File: config.mk
export PLATFORM = sky130hd
export DESIGN_NAME = port_pin_function_mux
export DESIGN_NICKNAME = d
export VERILOG_FILES = /design/src/rtl/port_mux_pkg.sv /design/src/rtl/pin_cell.sv /design/src/rtl/port_pin_function_mux.sv
export VERILOG_INCLUDE_DIRS = /design/src /design/src/rtl
export SDC_FILE = /design/constraint.sdc
export NUM_CORES = 1
export LEC_CHECK = 0
export ABC_AREA = 1
export BUFFER_PORTS_ARGS = -buffer_cell sky130_fd_sc_hd__buf_4
export CAP_MARGIN = 0
export CORE_UTILIZATION = 50
export CTS_BUF_LIST = sky130_fd_sc_hd__clkbuf_8 sky130_fd_sc_hd__clkbuf_16
export DETAILED_ROUTE_END_ITERATION = 8
export PLACE_DENSITY_LB_ADDON = 0.08
export SLEW_MARGIN = 20
export SYNTH_ARGS = -nofsm -noshare
export SYNTH_HDL_FRONTEND = slang
export SYNTH_HIERARCHICAL = 1
export SYNTH_SLANG_ARGS = --single-unit
File: constraint.sdc
create_clock -name clock -period 2.9 [get_ports clock]
set_clock_uncertainty 0.2 [all_clocks]
set_input_delay 0.29 -clock clock [delete_from_list [all_inputs] [get_ports clock]]
set_output_delay 0.29 -clock clock [all_outputs]
set_load 0.005 [all_outputs]
File: src/rtl/port_mux_cfg.svh
// Purpose: reset values and widths for the port pin function mux
// Assumes: included by bare name from the package
// Notes: definitions only
`ifndef PORT_MUX_CFG_SVH
`define PORT_MUX_CFG_SVH
`define P1_W 4
`define P2_W 8
`define P3_W 3
`define P4_W 2
`define P5_W 3
`define DIR_RST_P1 4'hF
`define DIR_RST_P2 8'hFF
`define DIR_RST_P3 3'h7
`define DIR_RST_P4 2'h3
`define DIR_RST_P5 3'h7
`define PU_RST_P1 4'h0
`define PU_RST_P3 3'h0
`define PU_RST_P4 2'h0
`define PU_RST_P5 3'h0
`define CTL_RST_P1 4'h0
`define CTL_RST_P2 8'h00
`define CTL_RST_P3 3'h0
`define CTL_RST_P4 2'h0
`define CTL_RST_P5 3'h0
`define PIM_RST_P3 2'h0
`define POM_RST_P3 3'h0
`define LAT_RST_8 8'h00
`endif

File: src/rtl/port_mux_pkg.sv
// Purpose: shared types for the port pin function mux
// Assumes: port_mux_cfg.svh supplies widths
// Notes: only types live here
`include "port_mux_cfg.svh"
package port_mux_pkg;
    // drive of one pin: value, enable, pull-up
    typedef struct packed {
        logic out;
        logic oe;
        logic pu;
    } pin_drive_t;
    // debug attachment of the tool pins
    typedef enum logic [2:0] {
        DBG_OFF = 3'h1,
        DBG_ONE = 3'h2,
        DBG_TWO = 3'h4
    } dbg_mode_t;
    // per-port software settings
    typedef struct packed {
        logic [7:0] dir;
        logic [7:0] pu;
        logic [7:0] ctl;
        logic [7:0] lat;
    } port_cfg_t;
endpackage

File: src/rtl/pin_cell.sv
// Purpose: one pin of a port: port bit or control function
// Assumes: dir 1 means input, ctl 1 means control mode
// Notes: pin input passes two flops before use
module pin_cell
(
    input wire logic clock,
    input wire logic srst,
    input wire logic dir,
    input wire logic pu_en,
    input wire logic ctl,
    input wire logic lat,
    input wire logic per_oe,
    input wire logic per_out,
    input wire logic od,
    input wire logic hiz,
    input wire logic pin_in,
    output logic pin_out,
    output logic pin_oe,
    output logic pin_pu,
    output logic pin_sync
);
    // registered state of the cell
    typedef struct packed {
        logic s1;
        logic s2;
        logic o;
        logic e;
        logic p;
    } cell_t;
    cell_t q, d;
    logic val;
    logic drv;
    // next state: sync chain and pad drive
    always_comb
    begin
        d = q;
        d.s1 = pin_in;
        d.s2 = q.s1;
        val = (ctl && per_oe) ? per_out : lat;
        drv = ctl ? per_oe : ~dir;
        if (hiz)
        begin
            drv = 1'b0;
        end
        if (od && val)
        begin
            drv = 1'b0;
        end
        d.o = val;
        d.e = drv;
        // pull-up only on an input port bit
        d.p = pu_en && dir && !ctl;
        if (srst)
        begin
            d = '0;
            // sync chain keeps tracking the pad so no false edge follows reset
            d.s1 = pin_in;
            d.s2 = q.s1;
        end
    end
    // state register
    always_ff @(posedge clock)
    begin
        q <= d;
    end
    assign pin_out = q.o;
    assign pin_oe = q.e;
    assign pin_pu = q.p;
    assign pin_sync = q.s2;
endmodule

File: src/rtl/port_pin_function_mux.sv
// Purpose: pin multiplexing for ports 1 to 5
// Assumes: settings come on plain ports, one 20 MHz clock
// Notes: dir bit 1 is input; ctl bit 1 selects control mode
module port_pin_function_mux
(
    input wire logic clock,
    input wire logic srst,
    input wire logic [3:0] port1_direction_reg,
    input wire logic [3:0] port1_pullup_reg,
    input wire logic [3:0] port1_ctl,
    input wire logic [3:0] port1_latch,
    input wire logic [7:0] port2_direction_reg,
    input wire logic [7:0] port2_ctl,
    input wire logic [7:0] port2_latch,
    input wire logic [2:0] port3_direction_reg,
    input wire logic [2:0] port3_pullup_reg,
    input wire logic [2:0] port3_ctl,
    input wire logic [2:0] port3_latch,
    input wire logic [1:0] port3_input_buffer_sel,
    input wire logic [2:0] port3_open_drain_sel,
    input wire logic [1:0] port4_direction_reg,
    input wire logic [1:0] port4_pullup_reg,
    input wire logic [1:0] port4_ctl,
    input wire logic [1:0] port4_latch,
    input wire logic [2:0] port5_direction_reg,
    input wire logic [2:0] port5_pullup_reg,
    input wire logic [2:0] port5_ctl,
    input wire logic [2:0] port5_latch,
    input wire logic [3:0] timer_ch2_out,
    input wire logic [3:0] timer_ch2_oe,
    input wire logic [1:0] timer_ch6_out,
    input wire logic [1:0] timer_ch6_oe,
    input wire logic timer_ch11_out,
    input wire logic csi_data_out,
    input wire logic csi_clock_out,
    input wire logic csi_clock_oe,
    input wire logic uart_b_transmit,
    input wire logic uart_b_sel,
    input wire logic simple_i2c_data_out,
    input wire logic simple_i2c_clock_out,
    input wire logic i2c_sel,
    input wire logic timer_ch11_sel,
    input wire logic [1:0] irq_edge_sel_a,
    input wire logic [1:0] irq_edge_sel_b,
    input wire logic debug_enable_option_bit,
    input wire logic debug_active,
    input wire logic debug_two_line,
    input wire logic tool_data_out,
    input wire logic tool_data_oe,
    input wire logic debug_clock_out,
    input wire logic timer_hiz_ctrl_in_a,
    input wire logic timer_hiz_ctrl_in_b,
    input wire logic flash_prog_mode_pin,
    input wire logic [3:0] p1_pin_in,
    input wire logic [7:0] p2_pin_in,
    input wire logic [2:0] p3_pin_in,
    input wire logic [1:0] p4_pin_in,
    input wire logic [2:0] p5_pin_in,
    output logic [3:0] p1_pin_out,
    output logic [3:0] p1_pin_oe,
    output logic [3:0] p1_pin_pu,
    output logic [7:0] p2_pin_out,
    output logic [7:0] p2_pin_oe,
    output logic [7:0] p2_analog_en,
    output logic [2:0] p3_pin_out,
    output logic [2:0] p3_pin_oe,
    output logic [2:0] p3_pin_pu,
    output logic [1:0] p3_ttl_en,
    output logic [1:0] p4_pin_out,
    output logic [1:0] p4_pin_oe,
    output logic [1:0] p4_pin_pu,
    output logic [2:0] p5_pin_out,
    output logic [2:0] p5_pin_oe,
    output logic [2:0] p5_pin_pu,
    output logic [3:0] timer_ch2_ext_in,
    output logic [1:0] timer_ch6_ext_in,
    output logic timer_ch9_ext_in,
    output logic csi_data_in,
    output logic csi_clock_in,
    output logic uart_b_receive,
    output logic simple_i2c_data_in,
    output logic simple_i2c_clock_in,
    output logic ext_irq_in_a,
    output logic ext_irq_in_b,
    output logic flash_prog_mode,
    output logic [7:0] port2_read,
    output logic [3:0] port1_read,
    output logic [2:0] port3_read,
    output logic [1:0] port4_read,
    output logic [2:0] port5_read
);
    // flat vectors of all 20 pins: p1 0-3, p2 4-11, p3 12-14, p4 15-16, p5 17-19
    localparam int NPIN = 20;
    logic [NPIN-1:0] a_dir, a_pu, a_ctl, a_lat, a_poe, a_pout, a_od, a_hiz;
    logic [NPIN-1:0] a_in, a_out, a_oe, a_pup, a_sync;
    port_mux_pkg::dbg_mode_t dbg_mode;
    logic hiz_a_s1, hiz_b_s1;
    logic fl_s1;

    // registered state of the top
    typedef struct packed {
        logic hiz_a_s2;
        logic hiz_b_s2;
        logic fl_s2;
        logic [1:0] irq_prev;
        logic irq_a;
        logic irq_b;
        logic [7:0] ana;
        logic [1:0] ttl;
        logic [NPIN-1:0] in_q;
    } top_t;
    top_t q, d;

    // debug mode decode
    always_comb
    begin
        case ({debug_active, debug_two_line})
            2'b10: dbg_mode = port_mux_pkg::DBG_ONE;
            2'b11: dbg_mode = port_mux_pkg::DBG_TWO;
            default: dbg_mode = port_mux_pkg::DBG_OFF;
        endcase
    end

    // per-pin setting vectors
    always_comb
    begin
        a_dir[3:0] = port1_direction_reg;
        a_pu[3:0] = port1_pullup_reg;
        a_lat[3:0] = port1_latch;
        a_ctl[3:0] = port1_ctl;
        a_poe[3:0] = timer_ch2_oe;
        a_pout[3:0] = timer_ch2_out;
        // port 2 settings, input only in control
        a_dir[11:4] = port2_direction_reg;
        a_pu[11:4] = 8'h00;
        a_ctl[11:4] = port2_ctl;
        a_lat[11:4] = port2_latch;
        a_poe[11:4] = 8'h00;
        a_pout[11:4] = 8'h00;
        a_dir[14:12] = port3_direction_reg;
        a_pu[14:12] = port3_pullup_reg;
        a_ctl[14:12] = port3_ctl;
        a_lat[14:12] = port3_latch;
        // bit 0: csi data, uart transmit or timer 11
        a_poe[12] = 1'b1;
        a_pout[12] = timer_ch11_sel ? timer_ch11_out : (uart_b_sel ? uart_b_transmit : csi_data_out);
        // bit 1: i2c data, else input only
        a_poe[13] = i2c_sel;
        a_pout[13] = simple_i2c_data_out;
        // bit 2: csi clock or i2c clock
        a_poe[14] = i2c_sel | csi_clock_oe;
        a_pout[14] = i2c_sel ? simple_i2c_clock_out : csi_clock_out;
        a_dir[16:15] = port4_direction_reg;
        a_pu[16:15] = port4_pullup_reg;
        a_lat[16:15] = port4_latch;
        // tool data takes bit 0 while debugging or programming
        a_ctl[15] = port4_ctl[0] | debug_active | q.fl_s2;
        a_poe[15] = tool_data_oe;
        a_pout[15] = tool_data_out;
        // bit 1 is debug clock only in two-line mode
        a_ctl[16] = port4_ctl[1] | (dbg_mode == port_mux_pkg::DBG_TWO);
        a_poe[16] = (dbg_mode == port_mux_pkg::DBG_TWO);
        // debug clock out on port 4 bit 1
        a_pout[16] = debug_clock_out;
        a_dir[19:17] = port5_direction_reg;
        a_pu[19:17] = port5_pullup_reg;
        a_ctl[19:17] = port5_ctl;
        a_lat[19:17] = port5_latch;
        a_poe[19:17] = {1'b0, timer_ch6_oe};
        a_pout[19:17] = {1'b0, timer_ch6_out};
        a_od = '0;
        a_od[14:12] = port3_open_drain_sel;
        // hi-z: a on ports 1 and 3 timers, b on port 5 timers
        a_hiz = '0;
        a_hiz[3:0] = {4{q.hiz_a_s2}} & port1_ctl;
        a_hiz[12] = q.hiz_a_s2 & timer_ch11_sel & port3_ctl[0];
        a_hiz[18:17] = {2{q.hiz_b_s2}} & port5_ctl[1:0];
        a_in = {p5_pin_in, p4_pin_in, p3_pin_in, p2_pin_in, p1_pin_in};
    end

    // one cell per pin
    genvar gi;
    generate
        for (gi = 0; gi < NPIN; gi++)
        begin : g_pin
            pin_cell u_cell
            (
                .clock(clock),
                .srst(srst),
                .dir(a_dir[gi]),
                .pu_en(a_pu[gi]),
                .ctl(a_ctl[gi]),
                .lat(a_lat[gi]),
                .per_oe(a_poe[gi]),
                .per_out(a_pout[gi]),
                .od(a_od[gi]),
                .hiz(a_hiz[gi]),
                .pin_in(a_in[gi]),
                .pin_out(a_out[gi]),
                .pin_oe(a_oe[gi]),
                .pin_pu(a_pup[gi]),
                .pin_sync(a_sync[gi])
            );
        end
    endgenerate

    // first sync stage for asynchronous control pins
    always_ff @(posedge clock)
    begin
        hiz_a_s1 <= timer_hiz_ctrl_in_a;
        hiz_b_s1 <= timer_hiz_ctrl_in_b;
        fl_s1 <= flash_prog_mode_pin;
    end

    // next state of the top
    always_comb
    begin
        d = q;
        d.hiz_a_s2 = hiz_a_s1;
        d.hiz_b_s2 = hiz_b_s1;
        d.fl_s2 = fl_s1;
        d.in_q = a_sync;
        // edge detect on interrupt inputs, 01 rise 10 fall 11 both
        d.irq_prev = {a_sync[14], a_sync[13]};
        d.irq_a = (irq_edge_sel_a[0] & a_sync[13] & ~q.irq_prev[0])
                | (irq_edge_sel_a[1] & ~a_sync[13] & q.irq_prev[0]);
        d.irq_b = (irq_edge_sel_b[0] & a_sync[14] & ~q.irq_prev[1])
                | (irq_edge_sel_b[1] & ~a_sync[14] & q.irq_prev[1]);
        d.ana = port2_ctl;
        // ttl buffer select on bits 0 and 1
        d.ttl = port3_input_buffer_sel;
        if (srst)
        begin
            d = '0;
            // edge history follows the pins so release makes no false edge
            d.irq_prev = {a_sync[14], a_sync[13]};
        end
    end

    // state register
    always_ff @(posedge clock)
    begin
        q <= d;
    end

    // pad outputs from cell flops, analog and ttl enables from top flops
    assign p1_pin_out = a_out[3:0];
    assign p1_pin_oe = a_oe[3:0];
    assign p1_pin_pu = a_pup[3:0];
    assign p2_pin_out = a_out[11:4];
    assign p2_pin_oe = a_oe[11:4];
    assign p2_analog_en = q.ana;
    assign p3_pin_out = a_out[14:12];
    assign p3_pin_oe = a_oe[14:12];
    assign p3_pin_pu = a_pup[14:12];
    assign p3_ttl_en = q.ttl;
    // bit 0 stays a port pin when not debugging, not programming and port4_ctl[0] is clear
    assign p4_pin_out = a_out[16:15];
    assign p4_pin_oe = a_oe[16:15];
    assign p4_pin_pu = a_pup[16:15];
    assign p5_pin_out = a_out[19:17];
    assign p5_pin_oe = a_oe[19:17];
    assign p5_pin_pu = a_pup[19:17];
    assign timer_ch2_ext_in = q.in_q[3:0];
    assign timer_ch6_ext_in = q.in_q[18:17];
    assign timer_ch9_ext_in = q.in_q[13];
    assign csi_data_in = q.in_q[13];
    assign csi_clock_in = q.in_q[14];
    assign uart_b_receive = q.in_q[13];
    assign simple_i2c_data_in = q.in_q[13];
    assign simple_i2c_clock_in = q.in_q[14];
    assign ext_irq_in_a = q.irq_a;
    assign ext_irq_in_b = q.irq_b;
    assign flash_prog_mode = q.fl_s2;
    assign port1_read = q.in_q[3:0];
    assign port2_read = q.in_q[11:4];
    assign port3_read = q.in_q[14:12];
    assign port4_read = q.in_q[16:15];
    assign port5_read = q.in_q[19:17];

    p2_digital_rst_a: assert property (
        @(posedge clock) srst |=> p2_analog_en == 8'h00)
        else $error("port 2 analog after reset");
    // two-line mode claims bit 1, one cycle behind the debug clock
    dbg_clk_a: assert property (
        @(posedge clock) disable iff (srst)
        (debug_active && debug_two_line) |=> p4_pin_oe[1] && p4_pin_out[1] == $past(debug_clock_out))
        else $error("debug clock not on port 4 bit 1");
    od_low_a: assert property (
        @(posedge clock) disable iff (srst)
        p3_pin_oe[0] && $past(port3_open_drain_sel[0]) |-> !p3_pin_out[0])
        else $error("open drain drove high");
    hiz_off_a: assert property (
        @(posedge clock) disable iff (srst)
        $past(q.hiz_b_s2) && $past(port5_ctl[0]) |-> !p5_pin_oe[0])
        else $error("timer pin not tristated");
    // port 2 never drives a pin in analog control mode
    p2_ctl_quiet_a: assert property (
        @(posedge clock) disable iff (srst)
        (p2_pin_oe & $past(port2_ctl)) == 8'h00)
        else $error("port 2 drove a control pin");
    // timer output replaces the latch on a port 1 control pin
    p1_timer_drive_a: assert property (
        @(posedge clock) disable iff (srst)
        $past(port1_ctl[0]) && $past(timer_ch2_oe[0]) && !$past(q.hiz_a_s2) && !$past(srst)
        |-> p1_pin_oe[0] && p1_pin_out[0] == $past(timer_ch2_out[0]))
        else $error("timer output missing on port 1 bit 0");
    // tool data owns port 4 bit 0 in programming mode
    tool_data_a: assert property (
        @(posedge clock) disable iff (srst)
        $past(q.fl_s2) && $past(tool_data_oe) && !$past(srst)
        |-> p4_pin_oe[0] && p4_pin_out[0] == $past(tool_data_out))
        else $error("tool data not on port 4 bit 0");
endmodule

After elaboration in Yosys (flattened, before gate mapping)
Index checks and enable logic that the tools add are counted.
- memory bits (writable): 0
- bits in read-only memories: 0
- logic and storage cells: 242
- output and inout port bits: 97
- bits in registers: 132
- latch bits: 0
- memories kept: 0
- bits of input ports: 134
- order comparisons: 0
- add/subtract/negate cells: 0
- mux-type cells: 26
- shift-type cells: 0
- $mul: 0
- bitwise operators: 42
- div/mod/pow operators: 0
- equal/unequal tests: 3
- reduce and logical (&&, ||, !) cells: 67
- operators by type and width (kind ; number):
    $logic_and 1x1->1 ; 37
    $reduce_or 2->1 ; 17
    $mux 1 ; 25
    $not 1->1 ; 24
    $logic_not 1->1 ; 12
    $and 1x1->1 ; 10
    $or 1x1->1 ; 6
    $pmux 3 s2 ; 1
    $and 4x4->4 ; 1
    $eq 2x2->1 const B ; 2
    $eq 3x3->1 const B ; 1
    $reduce_or 3->1 ; 1
    $and 2x2->2 ; 1

Depth between registers and ports, before layout
- depth in word-level cells: 6
- gate-level depth with buffers: 9
- gate-level depth less buffers: 9

By module
Netlist, hierarchy kept.
- modules (own cells, without submodules) (module ; instances ; area an instance (um2) ; cells each):
    pin_cell ; 20 ; 165.2 ; 21
    port_pin_function_mux ; 1 ; 1655.3 ; 201

Least setup slack after synthesis
No wires, ideal clock.
- kind: input to register
- from: input debug_active
- to: register g_pin[15].u_cell.q (netlist bit g_pin[15].u_cell/pin_oe)
- arrival: 0.956 ns
- slack: 1.633 ns
- cell stages on the path: 5
- cell sequence: or3_1 -> nand2_1 -> o21ai_0 -> nand3_1 -> nor2_1
- longest elaborated chain between the ends: 3
- ends and longest elaborated chain (what ; RTL line ; RTL):
    start, declared ; port_pin_function_mux.sv:46 ; input wire logic debug_active,
    $or 1x1->1 (2 in series) ; port_pin_function_mux.sv:157 ; a_ctl[15] = port4_ctl[0] | debug_active | q.fl_s2;
    $mux 1 ; pin_cell.sv:40 ; drv = ctl ? per_oe : ~dir;
    end signal, assigned ; pin_cell.sv:64 ; q <= d;
    end, declared ; pin_cell.sv:30 ; cell_t q, d;
No other way between the ends.
A chain may end at the register's enable or synchronous reset.

Final worst setup path
- from: input i2c_sel
- to: register g_pin[13].u_cell.q (netlist bit g_pin[13].u_cell/pin_oe)
- longest elaborated chain between the ends: 4
- elaborated cells on any way between the ends: 5
- classes of those cells: 2 x mux; 3 x reduce/logical
- ends and longest elaborated chain (what ; RTL line ; RTL):
    start, declared ; port_pin_function_mux.sv:41 ; input wire logic i2c_sel,
    $logic_and 1x1->1 ; pin_cell.sv:39 ; val = (ctl && per_oe) ? per_out : lat;
    $mux 1 ; pin_cell.sv:39 ;
    $logic_and 1x1->1 ; pin_cell.sv:45 ; if (od && val)
    $reduce_or 2->1 (no source line) ; n/a ;
    end signal, assigned ; pin_cell.sv:64 ;
    end, declared ; pin_cell.sv:30 ;
Parallel ways exist; a longest one is shown, timed or not.

==> summary.txt <==
Placement
  • Placed instance count: between 900 and 1000
  • DP Wirelength: 7285 µm
  • IO buf count: 229
  • Routability congestion estimate: 0.7711
  • Post-DP Area: ~6400 µm²

Clocking
  • Setup Buffers After CTS: 0
  • Clk root buf: clkbuf_8
  • Sinks on Clock Net: 132
  • Worst skew pair latency: 0.50 ns
  • CTS tree: yes
  • CTS Buf Count: 17
  • Clk buf depth: 2
  • Worst-path clk slew: roughly 0.06 ns
  • CTS H-Tree Depth: 4
  • Resize count post-CTS: 0

Timing
  • Final min period: 2.662 ns
  • Final Hold Fails: 0
  • FMAX: 0.3756 GHz
  • Worst Max-Slew Pin Slew: 0.9527 ns
  • # setup viols final: 0
  • Setup_tns: 0 ns
  • Rel. slew slack: 36.48%
  • Count of final max-slew check failures: 0
  • Final period utilization: 91.80%
  • Worst hold slack: 0.03850 ns
  • RSZ-0062 raised after global routing: false

Routing
  • Vias: 4936
  • Post-DRT Antenna Nets: 0
  • Vias/cell: between 4 and 5
  • Drt drc: 0
  • Wire length per cell: about 14 µm
  • Detailed Route WL: 15090 µm
  • Drt initial violations: between 70 and 80
  • DRT Pass-1 Iters: 4

Floorplanning
  • Num ports: 231
  • Initial Utilization: 51.41%
  • Row count: 35
  • Die width: 99.25 µm
  • Die Y: roughly 99 µm
  • DIE AREA: 9850 µm²
  • Core ar.: ~9200 µm²

Global routing
  • Global route overflow: 0
  • Overall Global Routing Usage: 31.01%
  • Largest net degree at the start of global routing: 88
  • Initial antenna violation count: 0
  • Vias in the first global route: between 5000 and 6000
  • Wire length of the first global-routing pass: 23300 µm

Critical path
  • CP max stage delay: 0.54 ns
  • R2r worst-path depth: 6
  • CP Class: input port to register
  • CP max-delay cell: dlygate4sd3_1
  • Worst reg2reg setup slack: 0.54 ns
  • Worst R2R End: g_pin[15].u_cell/pin_out
  • Crit. Startpoint: i2c_sel
  • Worst r2r src: flash_prog_mode
  • CP arrival: 2.85 ns
  • Critical-path cell list: dlygate4sd3_1, buf_4, nand3_1, dlygate4sd3_1, nand2_1, nor2_1, dlygate4sd3_1, nor2_1, dlygate4sd3_1
  • Worst-path maximum fanout: 5
  • CP Data Required Time: 3.08 ns
  • Crit end category: register
  • CP Depth: 9
  • Crit path buf inv count: 5
  • Crit path capture: g_pin[13].u_cell/pin_oe
  • CP dominant cell by count: dlygate4sd3_1
  • CP startpoint kind: input port
  • Top delay family on crit path: buffers and inverters

Final layout
  • Sequential Area: 2643 µm²
  • Design Area, Final: 8230 µm²
  • P&R area growth vs syn: 74.07%
  • Fillers: 413
  • Layout Nets: around 1100
  • Final Non-Filler Cells: 1100
  • ANT cells: 0
  • Layout cells sized above 1: 26.79%
  • Multi-input logic area: roughly 1300 µm²

Power and ir drop
  • Combinational power share: approximately 14%
  • VDD IR max: 0.0004497 V
  • Internal power: roughly 3.4 mW
  • Sequential Power Share: 42.5%
  • Leak pwr: 4.366 nW
  • Final Power: 4.573 mW
  • Clock power share: between 40% and 50%
  • Switching share of total power: 24.77%
  • Cell Pwr Density: approximately 560 nW/µm²
  • Net Switching: 1.133 mW

Synth
  • Mapped Cells: between 500 and 600
  • Post-synthesis area per instance: between 7 and 8 µm²
  • Yosys Warn Count: 6
  • Mapped cell area: approximately 4700 µm²

Hold path
  • Worst Hold Class: input port to register
  • Hold Startpoint: timer_ch11_out

Run
  • # Max-Cap Violations: 0

Outcome
  • Status: finished clean
-- worst min path at each step --
stage,to,cells after the start
6_report,g_pin[12].u_cell/pin_out,7
5_1_grt,g_pin[12].u_cell/pin_out,7
4_1_cts,g_pin[12].u_cell/pin_out,7
3_5_place_dp,g_pin[14].u_cell/pin_sync,0
3_3_place_gp,g_pin[17].u_cell/pin_sync,0
2_1_floorplan,g_pin[0].u_cell/pin_sync,0
-- registers in the layout, indices dropped and copies added, names as in the netlist, 8 cells and up --
name                   cells
g_pin.u_cell/pin_out      20
g_pin.u_cell/pin_oe       20
port2_read                 8
g_pin.u_cell/q            20
g_pin.u_cell/pin_pu       12
p2_analog_en               8
g_pin.u_cell/pin_sync     20
-- power groups by stage --
stage / logic, mW / registers [mW] / clock network [mW]
after global routing: 0.679 / 1.95 / 2.11
after global placement: 0.429 / 1.98 / 0
after CTS: 0.582 / 1.94 / 2.02
after floorplan: 0.199 / 1.98 / 0
after detailed placement: 0.441 / 1.98 / 0
final: 0.627 / 1.94 / 2.00
-- metal layers --
layer / part of all wire [%] / track usage, % / vias up / wire length, µm
met5: 0 / 0 / - / 0
met4: 5.1 / 19.46 / 0 / 777
met3: 7.0 / 9.628 / 68 / 1059
met2: 54 / 59.29 / 242 / 8093
met1: 34 / 28.19 / 2227 / 5158
li1: - / - / 2399 / -
-- cells in the final DEF, fill, tap and decap left out --
| cell | count |
|---|---|
| o21ai_0 | 21 |
| conb_1 | 59 |
| nand3_1 | 45 |
| or3_1 | 1 |
| clkbuf_8 | 1 |
| clkinvlp_4 | 4 |
| inv_6 | 6 |
| dlygate4sd3_1 | 130 |
| or2_2 | 3 |
| clkbuf_16 | 16 |
| buf_4 | 229 |
| inv_1 | 146 |
| a21oi_1 | 2 |
| nor2_2 | 2 |
| clkinv_4 | 2 |
| bufinv_16 | 1 |
| nor2_1 | 92 |
| nand2_1 | 84 |
| clkinv_8 | 1 |
| nor3_1 | 12 |
| dfxtp_1 | 132 |
-- worst register-to-register path: stages (launching register included) --
cell and delay (ns):
dfxtp_1 0.32, or3_1 0.38, nand3_1 0.11, dlygate4sd3_1 0.55, nand2_1 0.08, dlygate4sd3_1 0.57, nor2_1 0.08
-- cell type report --
class / instances / share of cell area (%)
timing repair buffer: 359 / 36.70
tap: 111 / 1.687
inverter: 145 / 6.613
clock inverter: 15 / 1.824
sequential: 132 / 32.11
clock buffer: 17 / 5.032
multi-input combinational: 321 / 16.04
-- per-stage QoR --
stage / setup slack, ns / util (%)
2_1_floorplan: 1.633 / -
3_3_place_gp: 1.328 / 69.21
3_5_place_dp: 1.223 / 69.21
4_1_cts: 0.2762 / 89.50
5_1_grt: 0.1602 / 89.50
6_report: 0.2378 / 89.50
-- what timing repair did --
action / 4_1_cts / 5_1_grt
endpoints found under the setup margin: 0 / 0
hold buffers: 130 / 0
endpoints found under the hold margin: 87 / 0
(Power assumes the default switching activity.)
